$ cat src/hw/boot_map_pkg.sv
// Package: constants and carrier types for the boot mode and overlay map block
package boot_map_pkg;
  // ----------------------------------------------------------------
  // Memory geometry
  // ----------------------------------------------------------------
  localparam int CODE_WIDTH = 24;
  localparam int DATA_WIDTH = 16;
  localparam int HOST_BUS_WIDTH = 16;
  localparam int ADDR_WIDTH = 14;
  localparam int OVL_LOW_BITS = 13;
  localparam logic [13:0] OVL_WINDOW_LO = 14'h2000;
  localparam logic [13:0] OVL_WINDOW_HI = 14'h3FFF;
  localparam logic [13:0] INT_WORDS = 14'h3FFF;
  localparam logic [5:0] BOOT_WORDS = 6'h20;
  localparam logic [5:0] MMR_COUNT = 6'h20;
  localparam logic [13:0] MMR_BASE = 14'h3FE0;
  localparam logic [13:0] RESET_VECTOR = 14'h0000;

  // ----------------------------------------------------------------
  // Overlay selector codes and wait field
  // ----------------------------------------------------------------
  localparam logic [1:0] OVL_INTERNAL = 2'h0;
  localparam logic [1:0] OVL_EXT_ONE = 2'h1;
  localparam logic [1:0] OVL_EXT_TWO = 2'h2;
  localparam int WAIT_WIDTH = 3;
  localparam logic [3:0] WAIT_MODE_EXTRA = 4'h1;

  // ----------------------------------------------------------------
  // Strap decoding
  // ----------------------------------------------------------------
  localparam logic [2:0] STRAP_BYTE_BOOT_FULL = 3'h0;
  localparam logic [2:0] STRAP_NO_BOOT_FULL = 3'h2;
  localparam logic [2:0] STRAP_BYTE_BOOT_HOST = 3'h4;
  localparam logic [2:0] STRAP_HOST_PORT_BOOT = 3'h5;

  typedef enum logic [1:0] {BOOT_BYTE, BOOT_NONE, BOOT_HOST_PORT, BOOT_INVALID} boot_src_t;

  typedef struct packed {
    logic hostMode;
    logic ackOpenDrain;
    boot_src_t bootSrc;
  } mode_cfg_t;

  localparam mode_cfg_t MODE_RESET = '{hostMode: 1'b0, ackOpenDrain: 1'b0, bootSrc: BOOT_NONE};

  typedef struct packed {
    logic hit;
    logic external;
    logic highBit;
    logic [OVL_LOW_BITS-1:0] lowAddr;
  } ovl_map_t;
endpackage

$ cat src/hw/boot_mode_and_overlay_map.sv
// Boot strap capture, boot sequencing, overlay address mapping and wait states
//
// Implementation choices: the address map.
`timescale 1ns/100ps
module boot_mode_and_overlay_map (
  input wire logic clk,
  input wire logic rst_b,
  input wire logic strapA,
  input wire logic strapB,
  input wire logic strapD,
  input wire logic flagTwoIn,
  output logic flagTwoOut,
  output logic flagTwoOe,
  input wire logic flagTwoDir,
  input wire logic flagTwoData,
  input wire logic byteDmaWordDone,
  input wire logic hostCodeWrite,
  input wire logic [13:0] hostCodeAddr,
  input wire logic hostAckReq,
  output logic hostAckOut,
  output logic hostAckOe,
  input wire logic [1:0] code_overlay_select,
  input wire logic [1:0] data_overlay_select,
  input wire logic codeReq,
  input wire logic codeFetch,
  input wire logic [13:0] codeAddr,
  input wire logic dataReq,
  input wire logic [13:0] dataAddr,
  input wire logic [boot_map_pkg::WAIT_WIDTH-1:0] data_wait_count,
  input wire logic waitModeSel,
  output logic hostModeOut,
  output logic ackOpenDrainOut,
  output logic [1:0] bootSrcOut,
  output logic byteDmaBootReq,
  output logic runEnable,
  output logic startExternal,
  output logic codeExtSel,
  output logic codeFetchFault,
  output logic dataExtSel,
  output logic dataMmrSel,
  output logic overlay_high_addr_bit,
  output logic [boot_map_pkg::OVL_LOW_BITS-1:0] extAddr,
  output logic dataBusy
);
  import boot_map_pkg::*;
  // ----------------------------------------------------------------
  // Input synchronisers
  // ----------------------------------------------------------------
  logic [3:0] strapMeta_q, strapSync_q;
  logic rstSeen_q, rstSeen_d;

  always_ff @(posedge clk) begin
    strapMeta_q <= {strapD, flagTwoIn, strapB, strapA};
    strapSync_q <= strapMeta_q;
  end

  // ----------------------------------------------------------------
  // Strap capture
  // ----------------------------------------------------------------
  mode_cfg_t cfg_q, cfg_d;

  function automatic mode_cfg_t decode_straps(input logic [3:0] s);
    mode_cfg_t m;
    m = MODE_RESET;
    case (s[2:0])
      STRAP_BYTE_BOOT_FULL: m.bootSrc = BOOT_BYTE;
      STRAP_NO_BOOT_FULL: m.bootSrc = BOOT_NONE;
      STRAP_BYTE_BOOT_HOST: begin
        m.bootSrc = BOOT_BYTE;
        m.hostMode = 1'b1;
      end
      STRAP_HOST_PORT_BOOT: begin
        m.bootSrc = BOOT_HOST_PORT;
        m.hostMode = 1'b1;
      end
      default: m.bootSrc = BOOT_INVALID;
    endcase
    // Strap d matters only in host mode
    m.ackOpenDrain = m.hostMode & s[3];
    return m;
  endfunction

  always_comb begin
    rstSeen_d = 1'b0;
    cfg_d = cfg_q;
    if (rst_b) begin
      rstSeen_d = 1'b0;
      // Capture on the first cycle after release, never again
      if (rstSeen_q) begin
        cfg_d = decode_straps(strapSync_q);
      end
    end else begin
      rstSeen_d = 1'b1;
    end
  end

  always_ff @(posedge clk) begin
    if (!rst_b) begin
      rstSeen_q <= 1'b1;
      cfg_q <= MODE_RESET;
    end else begin
      rstSeen_q <= rstSeen_d;
      cfg_q <= cfg_d;
    end
  end

  // ----------------------------------------------------------------
  // Boot sequencer
  // ----------------------------------------------------------------
  typedef enum logic [2:0] {ST_RESET, ST_DECIDE, ST_BYTE_LOAD, ST_HOST_WAIT, ST_RUN, ST_HALT}
    boot_state_t;
  boot_state_t state_q, state_d;
  logic [5:0] bootCount_q, bootCount_d;
  logic startExt_q, startExt_d;

  always_comb begin
    state_d = state_q;
    bootCount_d = bootCount_q;
    startExt_d = startExt_q;
    case (state_q)
      ST_RESET: state_d = ST_DECIDE;
      ST_DECIDE: begin
        bootCount_d = 6'h00;
        case (cfg_q.bootSrc)
          BOOT_BYTE: state_d = ST_BYTE_LOAD;
          BOOT_HOST_PORT: state_d = ST_HOST_WAIT;
          BOOT_NONE: begin
            startExt_d = 1'b1;
            state_d = ST_RUN;
          end
          default: state_d = ST_HALT;
        endcase
      end
      ST_BYTE_LOAD: begin
        if (byteDmaWordDone) begin
          bootCount_d = bootCount_q + 6'h01;
          if (bootCount_q + 6'h01 == BOOT_WORDS) begin
            state_d = ST_RUN;
          end
        end
      end
      ST_HOST_WAIT: begin
        if (hostCodeWrite && hostCodeAddr == RESET_VECTOR) begin
          state_d = ST_RUN;
        end
      end
      ST_RUN: state_d = ST_RUN;
      default: state_d = ST_HALT;
    endcase
  end

  always_ff @(posedge clk) begin
    if (!rst_b) begin
      state_q <= ST_RESET;
      bootCount_q <= 6'h00;
      startExt_q <= 1'b0;
    end else begin
      state_q <= state_d;
      bootCount_q <= bootCount_d;
      startExt_q <= startExt_d;
    end
  end

  assign byteDmaBootReq = (state_q == ST_BYTE_LOAD);
  // Byte DMA stays usable in the no-boot mode; the core just does not wait on it
  assign runEnable = (state_q == ST_RUN);
  assign startExternal = startExt_q;
  assign hostModeOut = cfg_q.hostMode;
  assign ackOpenDrainOut = cfg_q.ackOpenDrain;
  assign bootSrcOut = cfg_q.bootSrc;

  // ----------------------------------------------------------------
  // Flag two pin and host acknowledge pin
  // ----------------------------------------------------------------
  logic flagOut_q, flagOut_d, flagOe_q, flagOe_d;
  logic ackOut_q, ackOut_d, ackOe_q, ackOe_d;

  always_comb begin
    // Pin released while in reset so the board strap driver owns it
    flagOe_d = flagTwoDir;
    flagOut_d = flagTwoData;
    ackOe_d = 1'b0;
    ackOut_d = 1'b0;
    if (cfg_q.hostMode) begin
      if (cfg_q.ackOpenDrain) begin
        // Drive high only; the external pull-down gives the low level
        ackOut_d = 1'b1;
        ackOe_d = hostAckReq;
      end else begin
        ackOut_d = hostAckReq;
        ackOe_d = 1'b1;
      end
    end
  end

  always_ff @(posedge clk) begin
    if (!rst_b) begin
      flagOut_q <= 1'b0;
      flagOe_q <= 1'b0;
      ackOut_q <= 1'b0;
      ackOe_q <= 1'b0;
    end else begin
      flagOut_q <= flagOut_d;
      flagOe_q <= flagOe_d;
      ackOut_q <= ackOut_d;
      ackOe_q <= ackOe_d;
    end
  end

  assign flagTwoOut = flagOut_q;
  assign flagTwoOe = flagOe_q;
  assign hostAckOut = ackOut_q;
  assign hostAckOe = ackOe_q;

  // ----------------------------------------------------------------
  // Overlay mapping
  // ----------------------------------------------------------------
  function automatic ovl_map_t map_overlay(input logic [1:0] sel, input logic [13:0] addr,
                                           input logic host);
    ovl_map_t m;
    m = '0;
    m.hit = (addr >= OVL_WINDOW_LO) && (addr <= OVL_WINDOW_HI);
    if (m.hit && (sel == OVL_EXT_ONE || sel == OVL_EXT_TWO)) begin
      m.external = 1'b1;
      m.highBit = (sel == OVL_EXT_TWO);
      m.lowAddr = addr[OVL_LOW_BITS-1:0];
      if (host) begin
        // Only the low address line reaches the pins in host mode
        m.highBit = 1'b0;
        m.lowAddr = {{(OVL_LOW_BITS-1){1'b0}}, addr[0]};
      end
    end
    return m;
  endfunction

  ovl_map_t codeMap, dataMap;
  logic [OVL_LOW_BITS-1:0] extAddr_q, extAddr_d;
  logic highBit_q, highBit_d, codeExt_q, codeExt_d, dataExt_q, dataExt_d;
  logic fault_q, fault_d, mmr_q, mmr_d;
  logic [3:0] waitCnt_q, waitCnt_d;

  always_comb begin
    codeMap = map_overlay(code_overlay_select, codeAddr, cfg_q.hostMode);
    dataMap = map_overlay(data_overlay_select, dataAddr, cfg_q.hostMode);
    extAddr_d = extAddr_q;
    highBit_d = highBit_q;
    codeExt_d = 1'b0;
    dataExt_d = 1'b0;
    fault_d = 1'b0;
    mmr_d = dataReq && !dataMap.external && dataAddr >= MMR_BASE;
    waitCnt_d = (waitCnt_q != 4'h0) ? waitCnt_q - 4'h1 : 4'h0;
    if (waitCnt_q == 4'h0) begin
      if (dataReq && dataMap.external) begin
        dataExt_d = 1'b1;
        extAddr_d = dataMap.lowAddr;
        highBit_d = dataMap.highBit;
        // Wait mode doubles the count plus one
        waitCnt_d = waitModeSel ? {data_wait_count, 1'b0} + WAIT_MODE_EXTRA
                                : {1'b0, data_wait_count};
      end else if (codeReq && codeMap.external) begin
        if (cfg_q.hostMode && codeFetch) begin
          fault_d = 1'b1;
        end else begin
          codeExt_d = 1'b1;
          extAddr_d = codeMap.lowAddr;
          highBit_d = codeMap.highBit;
        end
      end
    end
  end

  always_ff @(posedge clk) begin
    if (!rst_b) begin
      extAddr_q <= '0;
      highBit_q <= 1'b0;
      codeExt_q <= 1'b0;
      dataExt_q <= 1'b0;
      fault_q <= 1'b0;
      mmr_q <= 1'b0;
      waitCnt_q <= 4'h0;
    end else begin
      extAddr_q <= extAddr_d;
      highBit_q <= highBit_d;
      codeExt_q <= codeExt_d;
      dataExt_q <= dataExt_d;
      fault_q <= fault_d;
      mmr_q <= mmr_d;
      waitCnt_q <= waitCnt_d;
    end
  end

  // Internal accesses never stall, host mode included
  assign dataBusy = (waitCnt_q != 4'h0);
  assign extAddr = extAddr_q;
  assign overlay_high_addr_bit = highBit_q;
  assign codeExtSel = codeExt_q;
  assign dataExtSel = dataExt_q;
  assign codeFetchFault = fault_q;
  assign dataMmrSel = mmr_q;
endmodule

$ cat config.mk
export PLATFORM = sky130hd
export DESIGN_NAME = boot_mode_and_overlay_map
export DESIGN_NICKNAME = d
export VERILOG_FILES = /design/src/hw/boot_map_pkg.sv /design/src/hw/boot_mode_and_overlay_map.sv
export SDC_FILE = /design/constraint.sdc
export NUM_CORES = 1
export LEC_CHECK = 0
export BUFFER_PORTS_ARGS = -buffer_cell sky130_fd_sc_hd__buf_4
export CAP_MARGIN = 15
export CORE_ASPECT_RATIO = 0.9
export CORE_MARGIN = 1
export CORE_UTILIZATION = 48
export CTS_CLUSTER_DIAMETER = 60
export DETAILED_ROUTE_END_ITERATION = 7
export GPL_TIMING_DRIVEN = 0
export PLACE_DENSITY_LB_ADDON = 0.15
export SKIP_CTS_REPAIR_TIMING = 1
export SLEW_MARGIN = 40
export SYNTH_ARGS = -nofsm -noshare
export SYNTH_HDL_FRONTEND = slang
export SYNTH_SLANG_ARGS = --single-unit
$ cat constraint.sdc
create_clock -name clk -period 2.2 [get_ports clk]
set_input_delay 0.22 -clock clk [delete_from_list [all_inputs] [get_ports clk]]
set_output_delay 0.22 -clock clk [all_outputs]
set_load 0.01 [all_outputs]
# Word-level counts from Yosys, hierarchy flattened
# Cells that the tools add are included.
[word_totals]
memories = 0
ram_bits = 0
output_inout_bits = 30
regBits = 49
mem_bits_ro = 0
latch_bits = 0
[op_classes]
multipliers = 0
n_bitwise = 4
muxes = 31
reduce_logical = 30
div = 0
order_cmp = 5
n_eq_ne = 18
n_shift = 0
addsub = 3
[op_table]
columns = ["cell", "n"]
rows = [
  [">= comparator 14 bit (second input constant)", 3],
  ["2-to-1 mux 13 bit", 3],
  ["2-to-1 mux 15 bit", 2],
  ["<= comparator 14 bit (second input constant)", 2],
  ["2-to-1 mux 14 bit", 2],
  ["2-to-1 mux 4 bit", 4],
  ["one-hot mux 3 bit (5 select lines)", 1],
  ["zero test 14 bit", 1],
  ["2-to-1 mux 1 bit", 12],
  ["one-hot mux 6 bit (2 select lines)", 1],
  ["logical AND 1 bit", 10],
  ["== test 3 x 2 -> 1 bit (second input constant)", 3],
  ["== test 3 bit (second input constant)", 3],
  ["2-to-1 mux 3 bit", 3],
  ["one-hot mux 3 bit (3 select lines)", 1],
  ["AND reduction 2 bit", 4],
  ["adder 6 x 1 -> 6 bit (second input constant)", 1],
  ["== test 2 x 1 -> 1 bit (second input constant)", 3],
  ["== test 2 bit (second input constant)", 3],
  ["== test 6 bit (second input constant)", 1],
  ["zero test 3 bit", 2],
  ["2-to-1 mux 6 bit", 1],
  ["inequality test 2 bit (second input constant)", 3],
  ["one-hot mux 2 bit (3 select lines)", 1],
  ["other kinds (15)", 21],
]

# Depth between registers and ports, before layout
# Gate-level depths: netlist of run 1.
[logic_depth]
depth_word = 7
depth_mapped = 7
ltp_nobuf = 6

# Worst setup path before layout of run 1
# Ideal clock, no wire load.
[synth_path]
kind = "input -> register"
start = "input data_overlay_select[0]"
end = "register extAddr_q[11], in the netlist extAddr[11]"
path_slack_ns = 0.593
t_arrival_ns = 1.548
stages = 6
n_path_buf = 1
cell_sequence = "inv_1 > ha_1 > nand3b_2 > clkbuf_1 > a2111oi_0 > o21a_1"
[synth_via]
elab_chain_len = 7
elab_cells_between_ends = 10
cone_classes = "eq/ne: 3; mux: 2; reduce/logical: 5"
[synth_rtl]
columns = ["element", "line", "source"]
rows = [
  ["from (decl)", "boot_mode_and_overlay_map.sv:23", "input wire logic [1:0] data_overlay_select,"],
  ["== test 2 x 1 -> 1 bit or == test 2 bit (tied branches)", "boot_mode_and_overlay_map.sv:223", "if (m.hit && (sel == OVL_EXT_ONE || sel == OVL_EXT_TWO)) begin"],
  ["logical OR 1 bit *", "boot_mode_and_overlay_map.sv:223", ""],
  ["logical AND 1 bit *", "boot_mode_and_overlay_map.sv:223", ""],
  ["2-to-1 mux 15 bit *", "boot_mode_and_overlay_map.sv:223", ""],
  ["logical AND 1 bit", "boot_mode_and_overlay_map.sv:253", "if (dataReq && dataMap.external) begin"],
  ["inequality test 2 bit (no line) or nonzero test 2 bit (tied branches)", "-", ""],
  ["AND reduction 3 bit (no line)", "-", ""],
  ["to (signal assigned)", "boot_mode_and_overlay_map.sv:282", "extAddr_q <= extAddr_d;"],
  ["to (decl)", "boot_mode_and_overlay_map.sv:237", "logic [OVL_LOW_BITS-1:0] extAddr_q, extAddr_d;"],
]
# Every way passes the cells marked *; elsewhere a longest branch is shown, timed or not.
# A chain may end at the register's enable or synchronous reset.

# Worst setup path after layout of run 1
[layout_path]
start = "register waitCnt_q[0]"
end = "output dataBusy"
[layout_via]
elab_chain_len = 1
[layout_rtl]
columns = ["element", "line", "source"]
rows = [
  ["from (decl)", "boot_mode_and_overlay_map.sv:240", "logic [3:0] waitCnt_q, waitCnt_d;"],
  ["from (signal assigned)", "boot_mode_and_overlay_map.sv:288", "waitCnt_q <= waitCnt_d;"],
  ["nonzero test 4 bit", "boot_mode_and_overlay_map.sv:293", "assign dataBusy = (waitCnt_q != 4'h0);"],
  ["to (decl)", "boot_mode_and_overlay_map.sv:43", "output logic dataBusy"],
]
# Every way passes these cells.

==> results of run 1 <==
-- kinds of logic (layout without fill, tap and decap cells) --
logic type / Yosys count / in the layout
AOI/OAI and AO/OA: 86 / 86
buffers and inverters: 25 / 129
and+or+nand+nor: 84 / 84
muxes: 3 / 3
xor gates and xnor gates: 2 / 2
adders and majority gates: 5 / 5
DFF: 49 / 49
-- state kept, by name, summed over array words and instances (netlist names), 2 cells and up --
register     cells
extAddr         13
bootCount_q      6
strapSync_q      4
state_q          3
bootSrcOut       2
strapMeta_q      4
waitCnt_q        4
-- metal layers --
metal / routed length, µm / track usage (%)
met1: 2840 / 29.7
met2: 2680 / 41.3
met3: 339 / 5.13
met4: 78 / 8.65
met5: 0 / 0
-- worst register-to-register path: cells and delay by family, from the launching register on --
family | cells | cell delay, ns
flops | 1 | 0.31
buf+inv | 3 | 0.38
compound gates | 2 | 0.59
simple gates | 1 | 0.28
fa+ha+maj | 1 | 0.18
-- stage by stage --
step           util (%)  hold slack (ns)  setup slack, ns  std cells  power, mW
2_1_floorplan         -            0.248            0.593        254       1.51
3_3_place_gp       68.0            0.311            0.282        408       1.78
3_5_place_dp       68.0            0.314            0.267        408       1.79
4_1_cts            70.2          -0.0110            0.353        416       2.36
5_1_grt            71.0            0.106            0.243        420       2.51
6_report           71.0            0.111            0.361        420       2.36
-- path summary, 6_finish.rpt --
| path | cells after the start | slack [ns] | to |
|---|---|---|---|
| max | 6 | 0.36 | dataBusy |
| min | 2 | 0.11 | flagTwoOut |
| max reg2reg | 7 | 0.41 | extAddr[8] |
| min reg2reg | 0 | 0.34 | strapSync_q[2] |
-- report_power, final --
group	internal, mW	switching (mW)
combinational	0.348	0.401
sequential	0.966	0.0677
clock	0.238	0.335
-- cells in the mapped netlist, drive strengths merged, types with 4 or more instances --
library cell,number
clkbuf,10
a21oi,12
ha,5
inv,8
nand2,8
a2111oi,13
nor2,16
a31oi,14
buf,7
a21boi,13
o21a,14
nor3b,4
nand4,5
and4b,13
nand3,6
dfxtp,49
and2,5
nand3b,4
o21ai,10
-- cell type report --
cell class | count | area (µm²)
Fill cell | 396 | 1330
Multi-Input combinational cell | 180 | 1280
Sequential cell | 49 | 981
Timing Repair Buffer | 96 | 731
Tap cell | 62 | 77.6
Buffer | 17 | 75.1
Clock buffer | 5 | 68.8
Inverter | 8 | 30.0
Clock inverter | 3 | 28.8
==> reports/qor.yml, run 1 <==
synth_nets: 323
cts_root_buffer: "clkbuf_8"
wl_per_cell_um: 14.2
synthCells: 254
drtIter0Drc: 91
path_delay_family: "buffers and inverters"
ys_warn_count: 0
path_cells: "inv_1 -> ha_1 -> nor3b_4 -> inv_2 -> buf_2 -> buf_4"
final_common_cell: "buf_4"
core_mm2: 0.00460
grt_pass1_wl_um: 9780
ios: 94
endpoint_kind: "primary output"
setup_viol: 0
design_area_mm2: 0.00327
cp.required_ns: 1.98
hold_path_class: "in2reg"
syn_area_per_cell_um2: 9.31
numClockSinks: 49
cts_buffers: 5
port_buffers: 92
antenna_found_initial: 0
postRouteAntennaNets: 0
synthXorXnorAreaFrac_pct: 0.741
finalHoldViolations: 0
rows: 23
nets: 426
dpl.hpwl_um: 4540
grt_max_degree: 19
clkLatencyLatePin_ns: 0.31
die_x_um: 76.0
min_period_over_period_pct: 83.6
synth_area_mm2: 0.00236
h-tree-depth: 2
cp_slowest_stage_delay_ns: 0.31
fmax_mhz: 544
route.detailed.drc: 0
track_usage_pct: 23.7
p_leak_nw: 1.42
grt_pass1_vias: 2135
ys_seq_elements: 49
crit-reg2reg-launch: "waitCnt_q[0]"
synth_top_area_share_pct: 41.5
status: "finished clean"
synth.area.mux_share_pct: 1.27
ys_types: 50
synth_compound_area_share_pct: 26.0
die_h_um: 68.6
ir_worst_vdd_mv: 0.509
yosys.area_share.simple_pct: 23.4
dieArea_mm2: 0.00521
rsz0062_at_grt: "no"
power_density_mw_per_mm2: 720
yosys-top-cells-area: "dfxtp_1 (41%), and4b_1 (5.5%), o21a_1 (4.4%), a21boi_0 (4.1%), a31oi_1 (3.7%)"
start_util_pct: 51.4
path_class: "reg2out"
mostFrequentLayoutCells: "buf_4 (93), dfxtp_1 (49), nor2_1 (16), a31oi_1 (14), o21a_1 (14)"
ys_seq_area_share_pct: 41.5
slew_headroom_pct: 62.0
skew_ns: 0.00965
num_vias: 2334
slowest_stage: "dfxtp_1"
cts_tree: "built"
period_minus_slack_ns: 1.84
first_pass_iters: 4
slew_violations: 0
max_cap_violations: 0
gp_congestion: 0.845
tightestPinTransition_ns: 0.555
overflow: 0
synth_fa_ha_area_share_pct: 2.65
critical_path_buf_inv_count: 4
cts_buffer_depth: 2
async_flop_share_pct: 0
crit_start: "waitCnt_q[0]"
clk_pin_slew_worst_paths_ns: 0.09
insertedDiodeCount: 0
placed_area_mm2: 0.00313
viasPerCell: 5.56
synth_top_family_by_area: "compound AO/OA/AOI/OAI gates"
cp.arrival_ns: 1.62
cp-start-kind: "flip-flop"
drt_wl_total_um: 5940
ys_dominant_reg_cell: "dfxtp_1"
synth-edff-count: 0
tns_ns: 0
drive_gt1_share_pct: 31.6
hp-start: "flagTwoData"
cp_max_fo: 10
area_growth_syn_to_layout_pct: 38.3
yosys.area.top_type: "dfxtp_1"
No activity file was read; power rests on OpenSTA's default activity.
==> inputs of run 2 (changes only) <==
- CORE_UTILIZATION: 48 -> 44
- clock period: 2.2 -> 1.5 ns (I/O delays scaled with it)
==> run 2 against run 1 <==
The run now ends with negative setup slack left. Routed wire length rose by 16%. Combinational power rose to 2.6 times the previous value. Die area rose by 8.8%. Worst setup slack got worse by 0.54 ns.
==> reports/qor.yml, run 2 (synthesis results as in run 1) <==
rows: 24
numClockSinks: 49
cts_root_buffer: "clkbuf_8"
antenna_found_initial: 0
p_leak_nw: 1.55
rsz0062_at_grt: "yes"
cp-start-kind: "flip-flop"
period_minus_slack_ns: 1.68
mostFrequentLayoutCells: "buf_4 (105), dfxtp_1 (42), nor2_1 (15), a31oi_1 (14), o21a_1 (14)"
die_x_um: 79.3
slew_headroom_pct: 65.1
design_area_mm2: 0.00374
seqPwrFrac_pct: 35.8
fmax_mhz: 594
dpl.hpwl_um: 4540
n_fill_cell: 364
overflow: 0
track_usage_pct: 22.4
tightestPinTransition_ns: 0.524
path_cells: "inv_2 -> ha_4 -> nor3b_4 -> inv_4 -> buf_12 -> buf_6"
start_util_pct: 47.2
placed_area_mm2: 0.00323
dieArea_mm2: 0.00567
core_mm2: 0.00501
violations: "negative setup slack"
cp_slowest_stage_delay_ns: 0.34
path_delay_family: "buffers and inverters"
viasPerCell: 5.61
cp.required_ns: 1.35
setup_slack_ns: -0.182
cts_tree: "built"
ir_worst_vdd_mv: 0.764
drtIter0Drc: 124
port_buffers: 92
num_vias: 2446
path_class: "reg2out"
wl_per_cell_um: 15.8
slowest_stage: "dfxtp_1"
largest_register_ffs: 13
swShare_pct: 35.4
totalPowerFinal_mw: 4.29
seq_area_um2: 1000
p_sw_mw: 1.52
h-tree-depth: 2
gp_congestion: 0.801
clkPwrFrac_pct: 19.0
endpoint_kind: "primary output"
cp.arrival_ns: 1.53
die_h_um: 71.6
multi_input_area_mm2: 0.00155
clkLatencyLatePin_ns: 0.31
clk_pin_slew_worst_paths_ns: 0.10
hold_path_class: "in2reg"
cts_buffer_depth: 2
ios: 94
combPwrFrac_pct: 45.2
max_cap_violations: 0
grt_pass1_wl_um: 10000
skew_ns: 0.00421
postRouteAntennaNets: 0
final_common_cell: "buf_4"
internal_power_mw: 2.77
min_period_over_period_pct: 112
cts_buffers: 5
slew_violations: 0
insertedDiodeCount: 0
grt_max_degree: 18
critical_path_buf_inv_count: 4
status: "finished, violations left"
drt_wl_total_um: 6890
nets: 439
setup_viol: 13
finalHoldViolations: 0
first_pass_iters: 4
drive_gt1_share_pct: 43.7
grt_pass1_vias: 2265
power_density_mw_per_mm2: 1150
area_growth_syn_to_layout_pct: 58.3
cp_max_fo: 6
route.detailed.drc: 0
run 2: power groups by stage:
| stage | Sequential, mW | Clock, mW | Combinational, mW |
|---|---|---|---|
| final | 1.54 | 0.816 | 1.94 |
| after global routing | 1.56 | 0.877 | 2.06 |
| after global placement | 1.55 | 0 | 1.16 |
| after detailed placement | 1.55 | 0 | 1.18 |
| after floorplan | 1.54 | 0 | 0.754 |
| after CTS | 1.52 | 0.826 | 1.19 |
run 2: final timing paths:
path | depth (start not counted) | from | endpoint | slack, ns
worst max-delay path | 6 | waitCnt_q[1] | dataBusy | -0.18
worst min register to register | 0 | strapMeta_q[0] | strapSync_q[0] | 0.34
worst max register to register | 8 | waitCnt_q[1] | extAddr[1] | -0.16
worst min-delay path | 3 | hostAckReq | hostAckOut | 0.04
run 2: routing by layer:
metal / vias to the layer above / track usage (%) / share of wire, %
li1: 1210 / - / -
met1: 1146 / 29.0 / 46
met2: 70 / 36.6 / 46
met3: 20 / 4.71 / 4.5
met4: 0 / 8.89 / 2.9
met5: - / 0 / 0
run 2: tightest hold or removal path: cells and delay by family:
family | cells | cell delay (ns)
buffers and inverters | 1 | 0.08
AND/OR/NAND/NOR | 2 | 0.09
run 2: final cells by class:
type | count | share of cell area, %
Buffer | 17 | 3.24
Sequential cell | 49 | 26.7
Clock buffer | 5 | 1.84
Inverter | 8 | 0.869
Multi-Input combinational cell | 180 | 41.4
Clock inverter | 3 | 0.668
Timing Repair Buffer | 109 | 23.1
Tap cell | 65 | 2.17
run 2: stage by stage:
stage | std cells | util, % | setup TNS (ns) | hold WS (ns) | setup slack (ns)
detailed placement | 411 | 64.5 | -4.18 | 0.256 | -0.338
CTS | 419 | 66.3 | -2.97 | -0.0728 | -0.246
global placement | 411 | 64.5 | -3.56 | 0.254 | -0.279
finish | 436 | 74.7 | -1.17 | 0.0443 | -0.182
global route | 436 | 74.7 | -2.38 | 0.0451 | -0.248
floorplan | 254 | - | -0.0122 | 0.178 | -0.00610
